==> src/inc/irq_buf_pkg.sv <==
/*
 * Constants, register map and mode codes of the sample buffer control block.
 * Assumes a serial control port that carries an 8-bit command byte
 * (read flag and 7-bit address) followed by one data byte.
 */
package irq_buf_pkg;

	// ==========================================================
	// Register map
	localparam logic [6:0] IRQ_PIN_CTRL_ADDR = 7'h12;
	localparam logic [6:0] BUF_CTRL_ADDR     = 7'h14;
	localparam logic [7:0] IRQ_PIN_CTRL_RST  = 8'h00;
	localparam logic [7:0] BUF_CTRL_RST      = 8'h00;
	localparam logic [7:0] UNMAPPED_READ     = 8'h00;

	// ==========================================================
	// Interrupt pin control fields
	localparam int IRQ_POL_BIT       = 7;
	localparam int IRQ_DRIVE_BIT     = 6;
	localparam int FULL_ROUTE_BIT    = 5;
	localparam int WTM_ROUTE_BIT     = 4;
	localparam int OVR_ROUTE_BIT     = 3;
	localparam int NEW_ROUTE_BIT     = 2;
	localparam int SRC_SEL_HI_BIT    = 1;
	localparam int SRC_SEL_LO_BIT    = 0;
	localparam logic [1:0] SRC_DATA  = 2'h0;
	localparam logic [1:0] SRC_PHIGH = 2'h1;
	localparam logic [1:0] SRC_PLOW  = 2'h2;
	localparam logic [1:0] SRC_PANY  = 2'h3;

	// ==========================================================
	// Buffer control fields and mode codes
	localparam int MODE_HI_BIT       = 7;
	localparam int MODE_LO_BIT       = 5;
	localparam int WTM_HI_BIT        = 4;
	localparam int WTM_LO_BIT        = 0;
	localparam logic [2:0] MODE_BYPASS      = 3'h0;
	localparam logic [2:0] MODE_FILL_ONCE   = 3'h1;
	localparam logic [2:0] MODE_STREAM      = 3'h2;
	localparam logic [2:0] MODE_STR_TO_FILL = 3'h3;
	localparam logic [2:0] MODE_BYP_TO_STR  = 3'h4;
	localparam logic [2:0] MODE_RESERVED    = 3'h5;
	localparam logic [2:0] MODE_DYN_STREAM  = 3'h6;
	localparam logic [2:0] MODE_BYP_TO_FILL = 3'h7;

	// ==========================================================
	// Serial frame
	localparam int CMD_READ_BIT          = 7;
	localparam logic [3:0] CMD_LAST_BIT  = 4'h7;
	localparam logic [3:0] DATA_FIRST    = 4'h8;
	localparam logic [3:0] FRAME_LAST    = 4'hf;

	typedef enum logic [1:0] {
		EFF_BYPASS,
		EFF_FILL_ONCE,
		EFF_STREAM
	} eff_mode_t;

endpackage

==> src/hdl/irq_buf_ctrl.sv <==
/*
 * Sample buffer with mode control, interrupt routing and serial registers.
 * Assumes samples, data-ready, threshold events, trigger and soft reset
 * come from logic on clk_sys_i; the serial port pins are asynchronous.
 */
`timescale 1ns/1ps

// ==========================================================
// Buffer storage
module sample_fifo #(
	parameter int WIDTH = 24,
	parameter int DEPTH = 32,
	parameter int AW    = $clog2(DEPTH)
) (
	input  wire logic             clk_sys_i,
	input  wire logic             rst_n_i,
	input  wire logic             flush_i,
	input  wire logic             overwrite_i,
	input  wire logic             in_valid_i,
	output logic                  in_ready_o,
	input  wire logic [WIDTH-1:0] in_data_i,
	output logic                  out_valid_o,
	input  wire logic             out_ready_i,
	output logic [WIDTH-1:0]      out_data_o,
	output logic [AW:0]           level_o,
	output logic                  full_o,
	output logic                  dropped_o
);
	logic [WIDTH-1:0] mem_ff [DEPTH];
	logic [AW-1:0]    wr_ptr_ff;
	logic [AW-1:0]    rd_ptr_ff;
	logic [AW:0]      level_ff;
	logic             push;
	logic             pop;
	logic             drop;

	assign full_o      = (level_ff == (AW+1)'(DEPTH));
	assign in_ready_o  = !full_o || overwrite_i || out_ready_i;
	assign out_valid_o = (level_ff != '0);
	assign out_data_o  = mem_ff[rd_ptr_ff];
	assign level_o     = level_ff;
	assign push        = in_valid_i && in_ready_o && !flush_i;
	// Oldest entry leaves when a push arrives while full and the reader is not taking it
	assign drop        = push && full_o && !out_ready_i;
	assign pop         = (out_valid_o && out_ready_i && !flush_i) || drop;
	assign dropped_o   = drop;

	for (genvar i = 0; i < DEPTH; i++) begin : g_entry
		always_ff @(posedge clk_sys_i) begin
			if (push && wr_ptr_ff == AW'(i)) begin
				mem_ff[i] <= in_data_i;
			end
		end
	end

	always_ff @(posedge clk_sys_i or negedge rst_n_i) begin
		if (!rst_n_i) begin
			wr_ptr_ff <= '0;
			rd_ptr_ff <= '0;
			level_ff  <= '0;
		end else if (flush_i) begin
			wr_ptr_ff <= '0;
			rd_ptr_ff <= '0;
			level_ff  <= '0;
		end else begin
			if (push) begin
				wr_ptr_ff <= (wr_ptr_ff == AW'(DEPTH-1)) ? '0 : wr_ptr_ff + 1'b1;
			end
			if (pop) begin
				rd_ptr_ff <= (rd_ptr_ff == AW'(DEPTH-1)) ? '0 : rd_ptr_ff + 1'b1;
			end
			if (push && !pop) begin
				level_ff <= level_ff + 1'b1;
			end else if (pop && !push) begin
				level_ff <= level_ff - 1'b1;
			end
		end
	end
endmodule

// ==========================================================
// Control top
module irq_buf_ctrl #(
	parameter int WIDTH = 24,
	parameter int DEPTH = 32
) (
	input  wire logic             clk_sys_i,
	input  wire logic             rst_n_i,
	input  wire logic             soft_rst_i,
	input  wire logic             sclk_i,
	input  wire logic             cs_n_i,
	input  wire logic             mosi_i,
	output logic                  miso_o,
	output logic                  miso_oe_n_o,
	input  wire logic             sample_valid_i,
	output logic                  sample_ready_o,
	input  wire logic [WIDTH-1:0] sample_data_i,
	output logic                  rd_valid_o,
	input  wire logic             rd_ready_i,
	output logic [WIDTH-1:0]      rd_data_o,
	input  wire logic             new_sample_i,
	input  wire logic             p_high_i,
	input  wire logic             p_low_i,
	input  wire logic             trigger_i,
	output logic                  irq_o,
	output logic                  irq_oe_n_o
);
	localparam int AW = $clog2(DEPTH);

	logic [7:0]  irq_ctrl_ff;
	logic [7:0]  buf_ctrl_ff;
	logic [2:0]  sclk_sync_ff;
	logic [2:0]  cs_sync_ff;
	logic [2:0]  mosi_sync_ff;
	logic        sclk_flt_ff;
	logic        cs_n_flt_ff;
	logic        mosi_flt_ff;
	logic        sclk_prev_ff;
	logic [3:0]  bit_cnt_ff;
	logic [7:0]  rx_ff;
	logic [7:0]  cmd_ff;
	logic [7:0]  tx_ff;
	logic        trig_prev_ff;
	logic        trig_seen_ff;
	logic        overrun_ff;
	logic        irq_ff;
	logic        oe_n_ff;
	logic        sclk_rise;
	logic        sclk_fall;
	logic        reg_wr;
	logic        buf_wr;
	logic [7:0]  rd_data;
	logic [2:0]  mode;
	logic [4:0]  watermark_level;
	irq_buf_pkg::eff_mode_t eff;
	logic        flush;
	logic        fifo_in_ready;
	logic [AW:0] level;
	logic        full;
	logic        dropped;
	logic        wtm_hit;
	logic [1:0]  src_sel;
	logic        data_sig;
	logic        irq_raw;

	// ==========================================================
	// Pin synchronisers, change taken once stages two and three agree
	always_ff @(posedge clk_sys_i or negedge rst_n_i) begin
		if (!rst_n_i) begin
			sclk_sync_ff <= 3'h0;
			cs_sync_ff   <= 3'h7;
			mosi_sync_ff <= 3'h0;
			sclk_flt_ff  <= 1'b0;
			cs_n_flt_ff  <= 1'b1;
			mosi_flt_ff  <= 1'b0;
			sclk_prev_ff <= 1'b0;
		end else begin
			sclk_sync_ff <= {sclk_sync_ff[1:0], sclk_i};
			cs_sync_ff   <= {cs_sync_ff[1:0], cs_n_i};
			mosi_sync_ff <= {mosi_sync_ff[1:0], mosi_i};
			if (sclk_sync_ff[1] == sclk_sync_ff[2]) begin
				sclk_flt_ff <= sclk_sync_ff[2];
			end
			if (cs_sync_ff[1] == cs_sync_ff[2]) begin
				cs_n_flt_ff <= cs_sync_ff[2];
			end
			if (mosi_sync_ff[1] == mosi_sync_ff[2]) begin
				mosi_flt_ff <= mosi_sync_ff[2];
			end
			sclk_prev_ff <= sclk_flt_ff;
		end
	end

	assign sclk_rise = !cs_n_flt_ff && sclk_flt_ff && !sclk_prev_ff;
	assign sclk_fall = !cs_n_flt_ff && !sclk_flt_ff && sclk_prev_ff;

	// ==========================================================
	// Serial frame: command byte then data byte, MSB first
	always_ff @(posedge clk_sys_i or negedge rst_n_i) begin
		if (!rst_n_i) begin
			bit_cnt_ff <= 4'h0;
			rx_ff      <= 8'h00;
			cmd_ff     <= 8'h00;
		end else if (cs_n_flt_ff) begin
			bit_cnt_ff <= 4'h0;
		end else if (sclk_rise) begin
			rx_ff      <= {rx_ff[6:0], mosi_flt_ff};
			bit_cnt_ff <= bit_cnt_ff + 4'h1;
			if (bit_cnt_ff == irq_buf_pkg::CMD_LAST_BIT) begin
				cmd_ff <= {rx_ff[6:0], mosi_flt_ff};
			end
		end
	end

	assign reg_wr = sclk_rise && (bit_cnt_ff == irq_buf_pkg::FRAME_LAST)
		&& !cmd_ff[irq_buf_pkg::CMD_READ_BIT];

	always_comb begin
		unique case (cmd_ff[6:0])
			irq_buf_pkg::IRQ_PIN_CTRL_ADDR: rd_data = irq_ctrl_ff;
			irq_buf_pkg::BUF_CTRL_ADDR:     rd_data = buf_ctrl_ff;
			default:                        rd_data = irq_buf_pkg::UNMAPPED_READ;
		endcase
	end

	// Read data loaded on the falling edge after the command byte
	always_ff @(posedge clk_sys_i or negedge rst_n_i) begin
		if (!rst_n_i) begin
			tx_ff <= 8'h00;
		end else if (sclk_fall) begin
			if (bit_cnt_ff == irq_buf_pkg::DATA_FIRST
				&& cmd_ff[irq_buf_pkg::CMD_READ_BIT]) begin
				tx_ff <= rd_data;
			end else begin
				tx_ff <= {tx_ff[6:0], 1'b0};
			end
		end
	end

	assign miso_o      = tx_ff[7];
	assign miso_oe_n_o = cs_n_flt_ff;

	// ==========================================================
	// Registers; soft reset restores defaults
	assign buf_wr = reg_wr && (cmd_ff[6:0] == irq_buf_pkg::BUF_CTRL_ADDR);

	always_ff @(posedge clk_sys_i or negedge rst_n_i) begin
		if (!rst_n_i) begin
			irq_ctrl_ff <= irq_buf_pkg::IRQ_PIN_CTRL_RST;
		end else if (soft_rst_i) begin
			irq_ctrl_ff <= irq_buf_pkg::IRQ_PIN_CTRL_RST;
		end else if (reg_wr && cmd_ff[6:0] == irq_buf_pkg::IRQ_PIN_CTRL_ADDR) begin
			irq_ctrl_ff <= {rx_ff[6:0], mosi_flt_ff};
		end
	end

	always_ff @(posedge clk_sys_i or negedge rst_n_i) begin
		if (!rst_n_i) begin
			buf_ctrl_ff <= irq_buf_pkg::BUF_CTRL_RST;
		end else if (soft_rst_i) begin
			buf_ctrl_ff <= irq_buf_pkg::BUF_CTRL_RST;
		end else if (buf_wr) begin
			buf_ctrl_ff <= {rx_ff[6:0], mosi_flt_ff};
		end
	end

	assign mode = buf_ctrl_ff[irq_buf_pkg::MODE_HI_BIT:irq_buf_pkg::MODE_LO_BIT];
	assign watermark_level =
		buf_ctrl_ff[irq_buf_pkg::WTM_HI_BIT:irq_buf_pkg::WTM_LO_BIT];

	// ==========================================================
	// Trigger deassertion, re-armed by every mode write
	always_ff @(posedge clk_sys_i or negedge rst_n_i) begin
		if (!rst_n_i) begin
			trig_prev_ff <= 1'b0;
			trig_seen_ff <= 1'b0;
		end else begin
			trig_prev_ff <= trigger_i;
			// A fall in the cycle of a mode write still counts
			if (soft_rst_i) begin
				trig_seen_ff <= 1'b0;
			end else if (trig_prev_ff && !trigger_i) begin
				trig_seen_ff <= 1'b1;
			end else if (buf_wr) begin
				trig_seen_ff <= 1'b0;
			end
		end
	end

	always_comb begin
		unique case (mode)
			irq_buf_pkg::MODE_BYPASS:
				eff = irq_buf_pkg::EFF_BYPASS;
			irq_buf_pkg::MODE_FILL_ONCE:
				eff = irq_buf_pkg::EFF_FILL_ONCE;
			irq_buf_pkg::MODE_STREAM:
				eff = irq_buf_pkg::EFF_STREAM;
			irq_buf_pkg::MODE_STR_TO_FILL:
				eff = trig_seen_ff ? irq_buf_pkg::EFF_FILL_ONCE
					: irq_buf_pkg::EFF_STREAM;
			irq_buf_pkg::MODE_BYP_TO_STR:
				eff = trig_seen_ff ? irq_buf_pkg::EFF_STREAM
					: irq_buf_pkg::EFF_BYPASS;
			irq_buf_pkg::MODE_RESERVED:
				eff = irq_buf_pkg::EFF_BYPASS;
			// Dynamic behaviour unknown here; plain streaming is the safe guess
			irq_buf_pkg::MODE_DYN_STREAM:
				eff = irq_buf_pkg::EFF_STREAM;
			irq_buf_pkg::MODE_BYP_TO_FILL:
				eff = trig_seen_ff ? irq_buf_pkg::EFF_FILL_ONCE
					: irq_buf_pkg::EFF_BYPASS;
		endcase
	end

	// Held flush while in bypass also covers every entry into it
	assign flush = (eff == irq_buf_pkg::EFF_BYPASS)
		|| soft_rst_i;

	sample_fifo #(
		.WIDTH (WIDTH),
		.DEPTH (DEPTH)
	) u_fifo (
		.clk_sys_i   (clk_sys_i),
		.rst_n_i     (rst_n_i),
		.flush_i     (flush),
		.overwrite_i (eff == irq_buf_pkg::EFF_STREAM),
		.in_valid_i  (sample_valid_i),
		.in_ready_o  (fifo_in_ready),
		.in_data_i   (sample_data_i),
		.out_valid_o (rd_valid_o),
		.out_ready_i (rd_ready_i),
		.out_data_o  (rd_data_o),
		.level_o     (level),
		.full_o      (full),
		.dropped_o   (dropped)
	);

	// Bypass discards samples, so the source is never stalled there
	assign sample_ready_o = flush || fifo_in_ready;

	// ==========================================================
	// Status and interrupt routing
	always_ff @(posedge clk_sys_i or negedge rst_n_i) begin
		if (!rst_n_i) begin
			overrun_ff <= 1'b0;
		end else if (dropped) begin
			overrun_ff <= 1'b1;
		end else if (flush) begin
			overrun_ff <= 1'b0;
		end
	end

	assign wtm_hit = (level >= {1'b0, watermark_level});
	assign src_sel = {irq_ctrl_ff[irq_buf_pkg::SRC_SEL_HI_BIT],
		irq_ctrl_ff[irq_buf_pkg::SRC_SEL_LO_BIT]};
	// Priority order only matters for reporting; the pin shows their OR
	assign data_sig =
		(irq_ctrl_ff[irq_buf_pkg::NEW_ROUTE_BIT] && new_sample_i)
		|| (irq_ctrl_ff[irq_buf_pkg::WTM_ROUTE_BIT] && wtm_hit)
		|| (irq_ctrl_ff[irq_buf_pkg::OVR_ROUTE_BIT] && overrun_ff)
		|| (irq_ctrl_ff[irq_buf_pkg::FULL_ROUTE_BIT] && full);

	always_comb begin
		unique case (src_sel)
			irq_buf_pkg::SRC_DATA:  irq_raw = data_sig;
			irq_buf_pkg::SRC_PHIGH: irq_raw = p_high_i;
			irq_buf_pkg::SRC_PLOW:  irq_raw = p_low_i;
			irq_buf_pkg::SRC_PANY:  irq_raw = p_high_i || p_low_i;
		endcase
	end

	// Open drain only ever pulls low, so a high level releases the pin
	always_ff @(posedge clk_sys_i or negedge rst_n_i) begin
		if (!rst_n_i) begin
			irq_ff  <= 1'b0;
			oe_n_ff <= 1'b0;
		end else begin
			irq_ff  <= irq_raw ^ irq_ctrl_ff[irq_buf_pkg::IRQ_POL_BIT];
			oe_n_ff <= irq_ctrl_ff[irq_buf_pkg::IRQ_DRIVE_BIT]
				&& (irq_raw ^ irq_ctrl_ff[irq_buf_pkg::IRQ_POL_BIT]);
		end
	end

	assign irq_o      = irq_ff;
	assign irq_oe_n_o = oe_n_ff;

	// ==========================================================
	// Checks
	property p_irq_pol;
		@(posedge clk_sys_i) disable iff (!rst_n_i)
		!irq_ctrl_ff[irq_buf_pkg::IRQ_POL_BIT] ##0 irq_raw |=> irq_o;
	endproperty
	a_irq_pol: assert property (p_irq_pol)
		else $error("Interrupt polarity wrong");

	property p_open_drain;
		@(posedge clk_sys_i) disable iff (!rst_n_i)
		$past(irq_ctrl_ff[irq_buf_pkg::IRQ_DRIVE_BIT]) && irq_o |-> irq_oe_n_o;
	endproperty
	a_open_drain: assert property (p_open_drain)
		else $error("Open drain pin driven high");

	property p_wtm;
		@(posedge clk_sys_i) disable iff (!rst_n_i)
		src_sel == 2'h0 && irq_ctrl_ff[irq_buf_pkg::WTM_ROUTE_BIT]
		&& level >= {1'b0, watermark_level} |-> irq_raw;
	endproperty
	a_wtm: assert property (p_wtm)
		else $error("Watermark not shown");

	property p_overrun;
		@(posedge clk_sys_i) disable iff (!rst_n_i)
		dropped |=> overrun_ff;
	endproperty
	a_overrun: assert property (p_overrun)
		else $error("Overrun not flagged");

	property p_newsample;
		@(posedge clk_sys_i) disable iff (!rst_n_i)
		src_sel == 2'h0 && irq_ctrl_ff[irq_buf_pkg::NEW_ROUTE_BIT]
		&& new_sample_i |-> irq_raw;
	endproperty
	a_newsample: assert property (p_newsample)
		else $error("Data ready not shown");

	property p_psel;
		@(posedge clk_sys_i) disable iff (!rst_n_i)
		src_sel == 2'h3 |-> irq_raw == (p_high_i || p_low_i);
	endproperty
	a_psel: assert property (p_psel)
		else $error("Pressure event select wrong");

	property p_bypass;
		@(posedge clk_sys_i) disable iff (!rst_n_i)
		eff == irq_buf_pkg::EFF_BYPASS |=> level == '0;
	endproperty
	a_bypass: assert property (p_bypass)
		else $error("Bypass did not flush");

	property p_fill_stop;
		@(posedge clk_sys_i) disable iff (!rst_n_i)
		eff == irq_buf_pkg::EFF_FILL_ONCE && full && !rd_ready_i
		|-> !sample_ready_o;
	endproperty
	a_fill_stop: assert property (p_fill_stop)
		else $error("Fill-once kept collecting");

	property p_stream_full;
		@(posedge clk_sys_i) disable iff (!rst_n_i)
		eff == irq_buf_pkg::EFF_STREAM && full && sample_valid_i
		&& !rd_ready_i
		&& !soft_rst_i |-> dropped ##1 full;
	endproperty
	a_stream_full: assert property (p_stream_full)
		else $error("Stream did not overwrite");

	property p_trig_switch;
		@(posedge clk_sys_i) disable iff (!rst_n_i)
		mode == 3'h7 && trig_prev_ff && !trigger_i && !buf_wr && !soft_rst_i
		|=> (eff == irq_buf_pkg::EFF_FILL_ONCE) [*2];
	endproperty
	a_trig_switch: assert property (p_trig_switch)
		else $error("Trigger switch missed");

	property p_soft_rst;
		@(posedge clk_sys_i) disable iff (!rst_n_i)
		soft_rst_i |=> level == '0 && buf_ctrl_ff == 8'h00 && irq_ctrl_ff == 8'h00;
	endproperty
	a_soft_rst: assert property (p_soft_rst)
		else $error("Soft reset incomplete");
endmodule

==> config.mk <==
export PLATFORM = sky130hd
export DESIGN_NAME = irq_buf_ctrl
export DESIGN_NICKNAME = d
export VERILOG_FILES = /design/src/inc/irq_buf_pkg.sv /design/src/hdl/irq_buf_ctrl.sv
export SDC_FILE = /design/constraint.sdc
export NUM_CORES = 1
export LEC_CHECK = 0
export ABC_CLOCK_PERIOD_IN_PS = 3450
export BUFFER_PORTS_ARGS = -buffer_cell sky130_fd_sc_hd__buf_2
export CAP_MARGIN = 20
export CORE_MARGIN = 10
export CORE_UTILIZATION = 56
export DETAILED_ROUTE_END_ITERATION = 16
export PLACE_DENSITY = 0.75
export SLEW_MARGIN = 30
export SYNTH_ARGS = -nofsm -noshare
export SYNTH_HDL_FRONTEND = slang
export SYNTH_HIERARCHICAL = 1
export SYNTH_SLANG_ARGS = --single-unit
==> constraint.sdc <==
create_clock -name clk_sys_i -period 3.45 [get_ports clk_sys_i]
set_clock_uncertainty 0.2 [all_clocks]
set_input_delay 0.69 -clock clk_sys_i [delete_from_list [all_inputs] [get_ports clk_sys_i]]
set_output_delay 0.69 -clock clk_sys_i [all_outputs]
set_load 0.01 [all_outputs]
==> metrics.cfg, run 1 <==
[placed_design]
io_buffers = 65
dp_hpwl_mm = 42.90
placedCellCount = 2330
routabilityCongestion = 0.8100
placed_cell_area_um2 = 35390
dp_slack_ns = 0.1131

[synth]
synth_top_flop_cell = edfxtp_1
yosysSeqAreaShare_pct = 75.59
synth_simple_gate_area_share_pct = 2.017
synth_top_family_by_area = multiplexers
async_reset_ff_share_pct = 9.112
ys_types = 64
netlist_instances = 1473
syn_area_um2 = 33070
synthTopCellsByArea = edfxtp_1 70%, mux4_2 16%, dfrtp_1 5.5%, mux2_2 1.3%, ha_1 0.72%
ys_ff_latch = 845
synth-compound-area-share_pct = 2.002
synth-edff-count = 768
synth_fp_nets = 1529
synth_warnings = 6
synth_top_area_share_pct = 69.75
syn_area_per_cell_um2 = 22.45
synth_area_leader_cell = edfxtp_1
synth_common_cells = 768 x edfxtp_1, 240 x mux4_2, 73 x dfrtp_1, 48 x nor2_1, 39 x mux2_2
synthMuxAreaShare_pct = 17.80
yosys.area_share.adder_pct = 0.8703
yosysMostFrequentCell = edfxtp_1
synth_xor_area_share_pct = 0.1854

[clock_tree]
cts_tree = yes
htreeDepth = 3
cts.sinks = 845
numCtsBuffers = 84
clk_path_buf_depth = 3
clkTransAtPathRegs_ns = 0.06
cts-root-buf = clkbuf_16
clk_latency_ns = 0.63

[layout]
fin_nets = 1731
finalNonFillerCells = 2518
drive_above_1_share_pct = 36.83
fin_area_um2 = 38980
area_delta_synth_final_pct = 17.88
final_util_pct = 66.42

[timing]
finalSetupViolCount = 24
layout_min_cycle_time_ns = 3.938
hold_violations = 0
tns_ns = -10.62
tightest_slew_ns = 0.8272
rsz0062_at_grt = yes
setup_ws_ns = -0.4875
slew_headroom_pct = 44.85
fmax_ghz = 0.2540
timing.final.crit_share_pct = 114.1
finalMaxSlewViolations = 0
holdWs_ns = 0.1550

[global_route]
grt_use_total_pct = 23.32
antenna_found_initial = 3
grt_max_degree = 77
grt_pass1_vias = 17330
grt_pass1_wl_mm = 118.6
grt-ovfl-total = 0

[pwr]
combPwrFrac_pct = 1.4
power.density_nw_per_um2 = 541.0
power_leakage_nw = 12.57
max-vdd-ir-drop_mv = 0.4363
seqPwrFrac_pct = 53.8
power.total_mw = 21.08
switchingPower_mw = 4.162
p_clk_share_pct = 44.8
swShare_pct = 19.74
internal_power_mw = 16.92

[floorplanning]
io_pins = 66
die-area_um2 = 69160
rows = 89
core_region_area_um2 = 58690
initial_core_util_pct = 56.34
die_h_um = 263.0
die_width_um = 263.0

[worst_setup_path]
cp_data_arrival_time_ns = 3.05
crit_path_end_kind = primary output
cp_slowest_stage_delay_ns = 0.53
crit_top_cell = mux4_2
path_buf_inv = 3
critPathLaunchType = flop
cp_max_fo = 10
slowest_stage = dfrtp_4
critPathKind = flop to primary output
crit_chain = buf_12 -> buf_16 -> mux4_2 -> mux4_2 -> mux2_4 -> buf_2
critPathTopFamily = multiplexers
cp.required_ns = 2.56

[run_status]
violations = negative setup slack
status = complete, but fails checks

[run]
drv_cap = 0

[detailed_routing]
dr.pass1.iters = 5
drt_iter0_drc = 1988
vias_per_cell = 6.587
wirelength_mm = 80.33
wl_per_cell_um = 31.90
ant_nets = 0
drc = 0
via_count = 16590

[hold_path]
hold_class = flop to flop

## state kept, by name, indices dropped and copies added, names as in the netlist, 3 cells and up
register	count
u_fifo/wr_ptr_ff	5
tx_ff	8
rx_ff	7
buf_ctrl_ff	8
irq_ctrl_ff	8
bit_cnt_ff	4
u_fifo/level_o	6
mosi_sync_ff	3
u_fifo/rd_ptr_ff	5
sclk_sync_ff	3
cs_sync_ff	3
u_fifo/mem_ff	768
cmd_ff	8
## routing by layer
metal  up-vias  part of all wire (%)  track usage (%)
met5         -                 0.016                0
met4         2                   3.5            7.860
met3       184                    10            5.168
met2      1081                    50            37.97
met1      8688                    36            30.99
li1       6631                     -                -
## power by group through the flow
stage / clock, mW / combinational [mW] / sequential, mW
after detailed placement: 0 / 0.293 / 11.6
after global routing: 9.96 / 0.333 / 11.3
after CTS: 9.55 / 0.301 / 11.3
after global placement: 0 / 0.268 / 11.5
after floorplan: 0 / 0.109 / 11.5
final: 9.45 / 0.297 / 11.3
## layout by cell type (no fill, tap or decap), drive strengths merged, types with 4 or more instances in the layout
cell type / n
a22oi: 9
buf: 185
dfrtp: 73
dfstp: 4
o31ai: 4
o311ai: 8
xor2: 4
and3: 6
bufinv: 12
dlygate4sd3: 5
nor2b: 6
edfxtp: 768
ha: 19
clkbuf: 103
inv: 24
clkinvlp: 4
clkinv: 33
o21a: 7
a31oi: 4
nor3: 7
mux2: 40
a22o: 17
nand2: 28
a21oi: 14
o21ai: 10
nand3b: 4
nor2: 48
mux4: 240
a21o: 5
nand3: 7
a211oi: 5
## path summary, 6_finish.rpt
kind | start | to | slack [ns] | depth (start not counted)
setup / recovery | u_fifo/rd_ptr_ff[0] | rd_data_o[3] | -0.49 | 6
hold / removal | mosi_sync_ff[0] | mosi_sync_ff[1] | 0.15 | 0
setup reg to reg | u_fifo/level_o[1] | u_fifo/level_o[5] | 0.35 | 9
hold reg to reg | mosi_sync_ff[0] | mosi_sync_ff[1] | 0.15 | 0
max in group asynchronous | rst_n_i | tx_ff[6] | 1.88 | 3
min in group asynchronous | rst_n_i | mosi_flt_ff | 0.49 | 2
## cell type report
type,count,area [µm²]
Clock inverter,52,615.6
Inverter,21,78.83
Fill cell,3505,19710
Antenna cell,2,5.005
Sequential cell,845,25010
Multi-Input combinational cell,532,7896
Timing Repair Buffer,191,2151
Tap cell,773,967.2
Clock buffer,102,2253
## logic make-up (layout without fill, tap and decap cells)
kind of cell             Yosys count  count (layout)
flip-flops                       845             845
AO/OA/AOI/OAI                     90              90
multiplexers                     283             283
adder cells (fa/ha/maj)           23              23
XOR/XNOR                           7               7
buffers and inverters             96             366
AND/OR/NAND/NOR                  129             129
other                              0               2
## what timing repair did
action                     CTS  global route
hold endpoints to repair    61             0
hold buffers                 5             0
setup endpoints to repair   25            26
buffers inserted            17             5
pin swaps                    0             0
gates resized for setup     64            13
gates cloned                 6             1
No activity file was read; power rests on OpenSTA's default activity.
==> run 2, diff against run 1 <==
Settings changed: ABC_CLOCK_PERIOD_IN_PS 3450 to not set, CORE_MARGIN 10 to 1.5.
==> metrics.cfg, run 2 (synthesis results as in run 1) <==
[clock_tree]
htreeDepth = 3
numCtsBuffers = 85
cts.sinks = 845
clk_path_buf_depth = 3
clk_latency_ns = 0.65
cts-root-buf = clkbuf_16
cts_tree = yes
clkTransAtPathRegs_ns = 0.06

[floorplanning]
core_region_area_um2 = 58030
initial_core_util_pct = 56.98
die_width_um = 246.0
rows = 88
die_h_um = 246.0
die-area_um2 = 60510
io_pins = 66

[detailed_routing]
top_layer_used = met5
dr.pass1.iters = 5
via_count = 16670
wl_per_cell_um = 33.19
drc = 0
vias_per_cell = 6.637
wl_met2_mm = 42.39
route.met3.wl_mm = 8.344
ant_nets = 0
drt_iter0_drc = 1986
wirelength_mm = 83.35
drt-met1-wl_mm = 29.69

[run_status]
status = complete, but fails checks
violations = negative setup slack

[placed_design]
io_buffers = 65
routabilityCongestion = 0.8198
dp_hpwl_mm = 43.25
placedCellCount = 2332
placed_cell_area_um2 = 35480

[global_route]
antenna_found_initial = 2
grt_use_total_pct = 28.33
grt_pass1_vias = 17290
grt_max_degree = 78
grt-ovfl-total = 0
grt_pass1_wl_mm = 120.2

[pwr]
p_clk_share_pct = 44.1
switchingPower_mw = 4.082
max-vdd-ir-drop_mv = 0.4465
seqPwrFrac_pct = 54.5
combPwrFrac_pct = 1.4
power_leakage_nw = 12.54
internal_power_mw = 16.72
power.total_mw = 20.80
power.density_nw_per_um2 = 534.0
swShare_pct = 19.62

[run]
drv_cap = 0

[layout]
largest_reg_flops = 768
diodes = 0
finalNonFillerCells = 2511
final_common_cell = edfxtp_1
drive_above_1_share_pct = 36.37
fin_area_um2 = 38950
n_fill_cell = 3397
area_delta_synth_final_pct = 17.81
largest-register = u_fifo/mem_ff
fin_nets = 1734
final_util_pct = 67.13
final_cell_mix = 768 x edfxtp_1, 240 x mux4_2, 95 x clkbuf_16

[timing]
slew_headroom_pct = 33.06
fmax_ghz = 0.2532
timing.final.crit_share_pct = 114.5
finalSetupViolCount = 24
tightest_slew_ns = 1.002
finalMaxSlewViolations = 0
holdWs_ns = 0.1462
hold_violations = 0
layout_min_cycle_time_ns = 3.949
rsz0062_at_grt = yes
setup_ws_ns = -0.4987

[hold_path]
hold_class = flop to flop

[worst_setup_path]
cp_data_arrival_time_ns = 3.06
critPathKind = flop to primary output
r2r_slack_ns = 0.22
cp.required_ns = 2.56
cp_max_fo = 9
critPathLaunchType = flop
crit_path_end_kind = primary output

==> run 2: cell count changes in the layout (fill, tap and decap cells not counted), moves of 3 or more <==
| cell | change |
|---|---|
| clkbuf_1 | +13 |
| mux2_4 | -5 |
| buf_6 | -7 |
| clkinv_4 | -3 |
| clkinv_1 | -6 |
| mux2_2 | +5 |
| clkbuf_16 | +7 |
| buf_16 | +3 |
| bufinv_16 | -5 |
==> run 2: layout make-up <==
| type | instances | area (µm²) | share of cell area [%] |
|---|---|---|---|
| clock buffers | 119 | 2391 | 6.138 |
| inverters | 21 | 78.83 | 0.2024 |
| well taps | 765 | 957.2 | 2.457 |
| multi-input cells | 532 | 7865 | 20.19 |
| clock inverters | 36 | 384.1 | 0.9861 |
| repair buffers | 193 | 2272 | 5.833 |
| flip-flops and latches | 845 | 25010 | 64.19 |
==> run 2: what timing repair did <==
action	CTS	global route
hold buffers	4	1
endpoints found under the setup margin	24	25
gates cloned	7	5
buffers inserted	9	1
pin swaps	0	0
endpoints found under the hold margin	4	73
resized for setup	56	14
==> run 2: worst paths after layout <==
check,start,end,cells after the start
hold reg to reg,sclk_sync_ff[0],sclk_sync_ff[1],0
setup / recovery,u_fifo/rd_ptr_ff[0],rd_data_o[10],6
max in group asynchronous,rst_n_i,u_fifo/rd_ptr_ff[0],2
hold / removal,sclk_sync_ff[0],sclk_sync_ff[1],0
setup reg to reg,buf_ctrl_ff[5],u_fifo/mem_ff[13][22],10
min in group asynchronous,rst_n_i,buf_ctrl_ff[1],2
==> run 2: power groups by stage <==
stage / combinational, mW / clock (mW) / sequential (mW)
3_5_place_dp: 0.285 / 0 / 11.6
3_3_place_gp: 0.265 / 0 / 11.5
4_1_cts: 0.288 / 9.26 / 11.3
6_report: 0.286 / 9.18 / 11.3
5_1_grt: 0.322 / 9.66 / 11.3
2_1_floorplan: 0.109 / 0 / 11.5
==> run 2: critical path: stages (launching register included) <==
cell,delay (ns)
dfrtp_4,0.52
buf_16,0.22
buf_16,0.16
mux4_2,0.55
mux4_2,0.53
mux2_4,0.30
buf_6,0.12
==> run 2: per-layer routing <==
layer / GRT usage [%] / vias up
met2: 46.93 / 1072
met4: 10.39 / 2
met1: 37.69 / 8802
met3: 5.556 / 171
li1: - / 6618
met5: 0 / -
==> run 2: stage by stage <==
stage | setup slack [ns] | TNS, ns
after detailed placement | 0.03254 | 0
after global routing | -0.5384 | -12.01
after global placement | 0.09999 | 0
after floorplan | -0.03719 | -7.139
final | -0.4987 | -11.01
after CTS | -0.5330 | -11.74
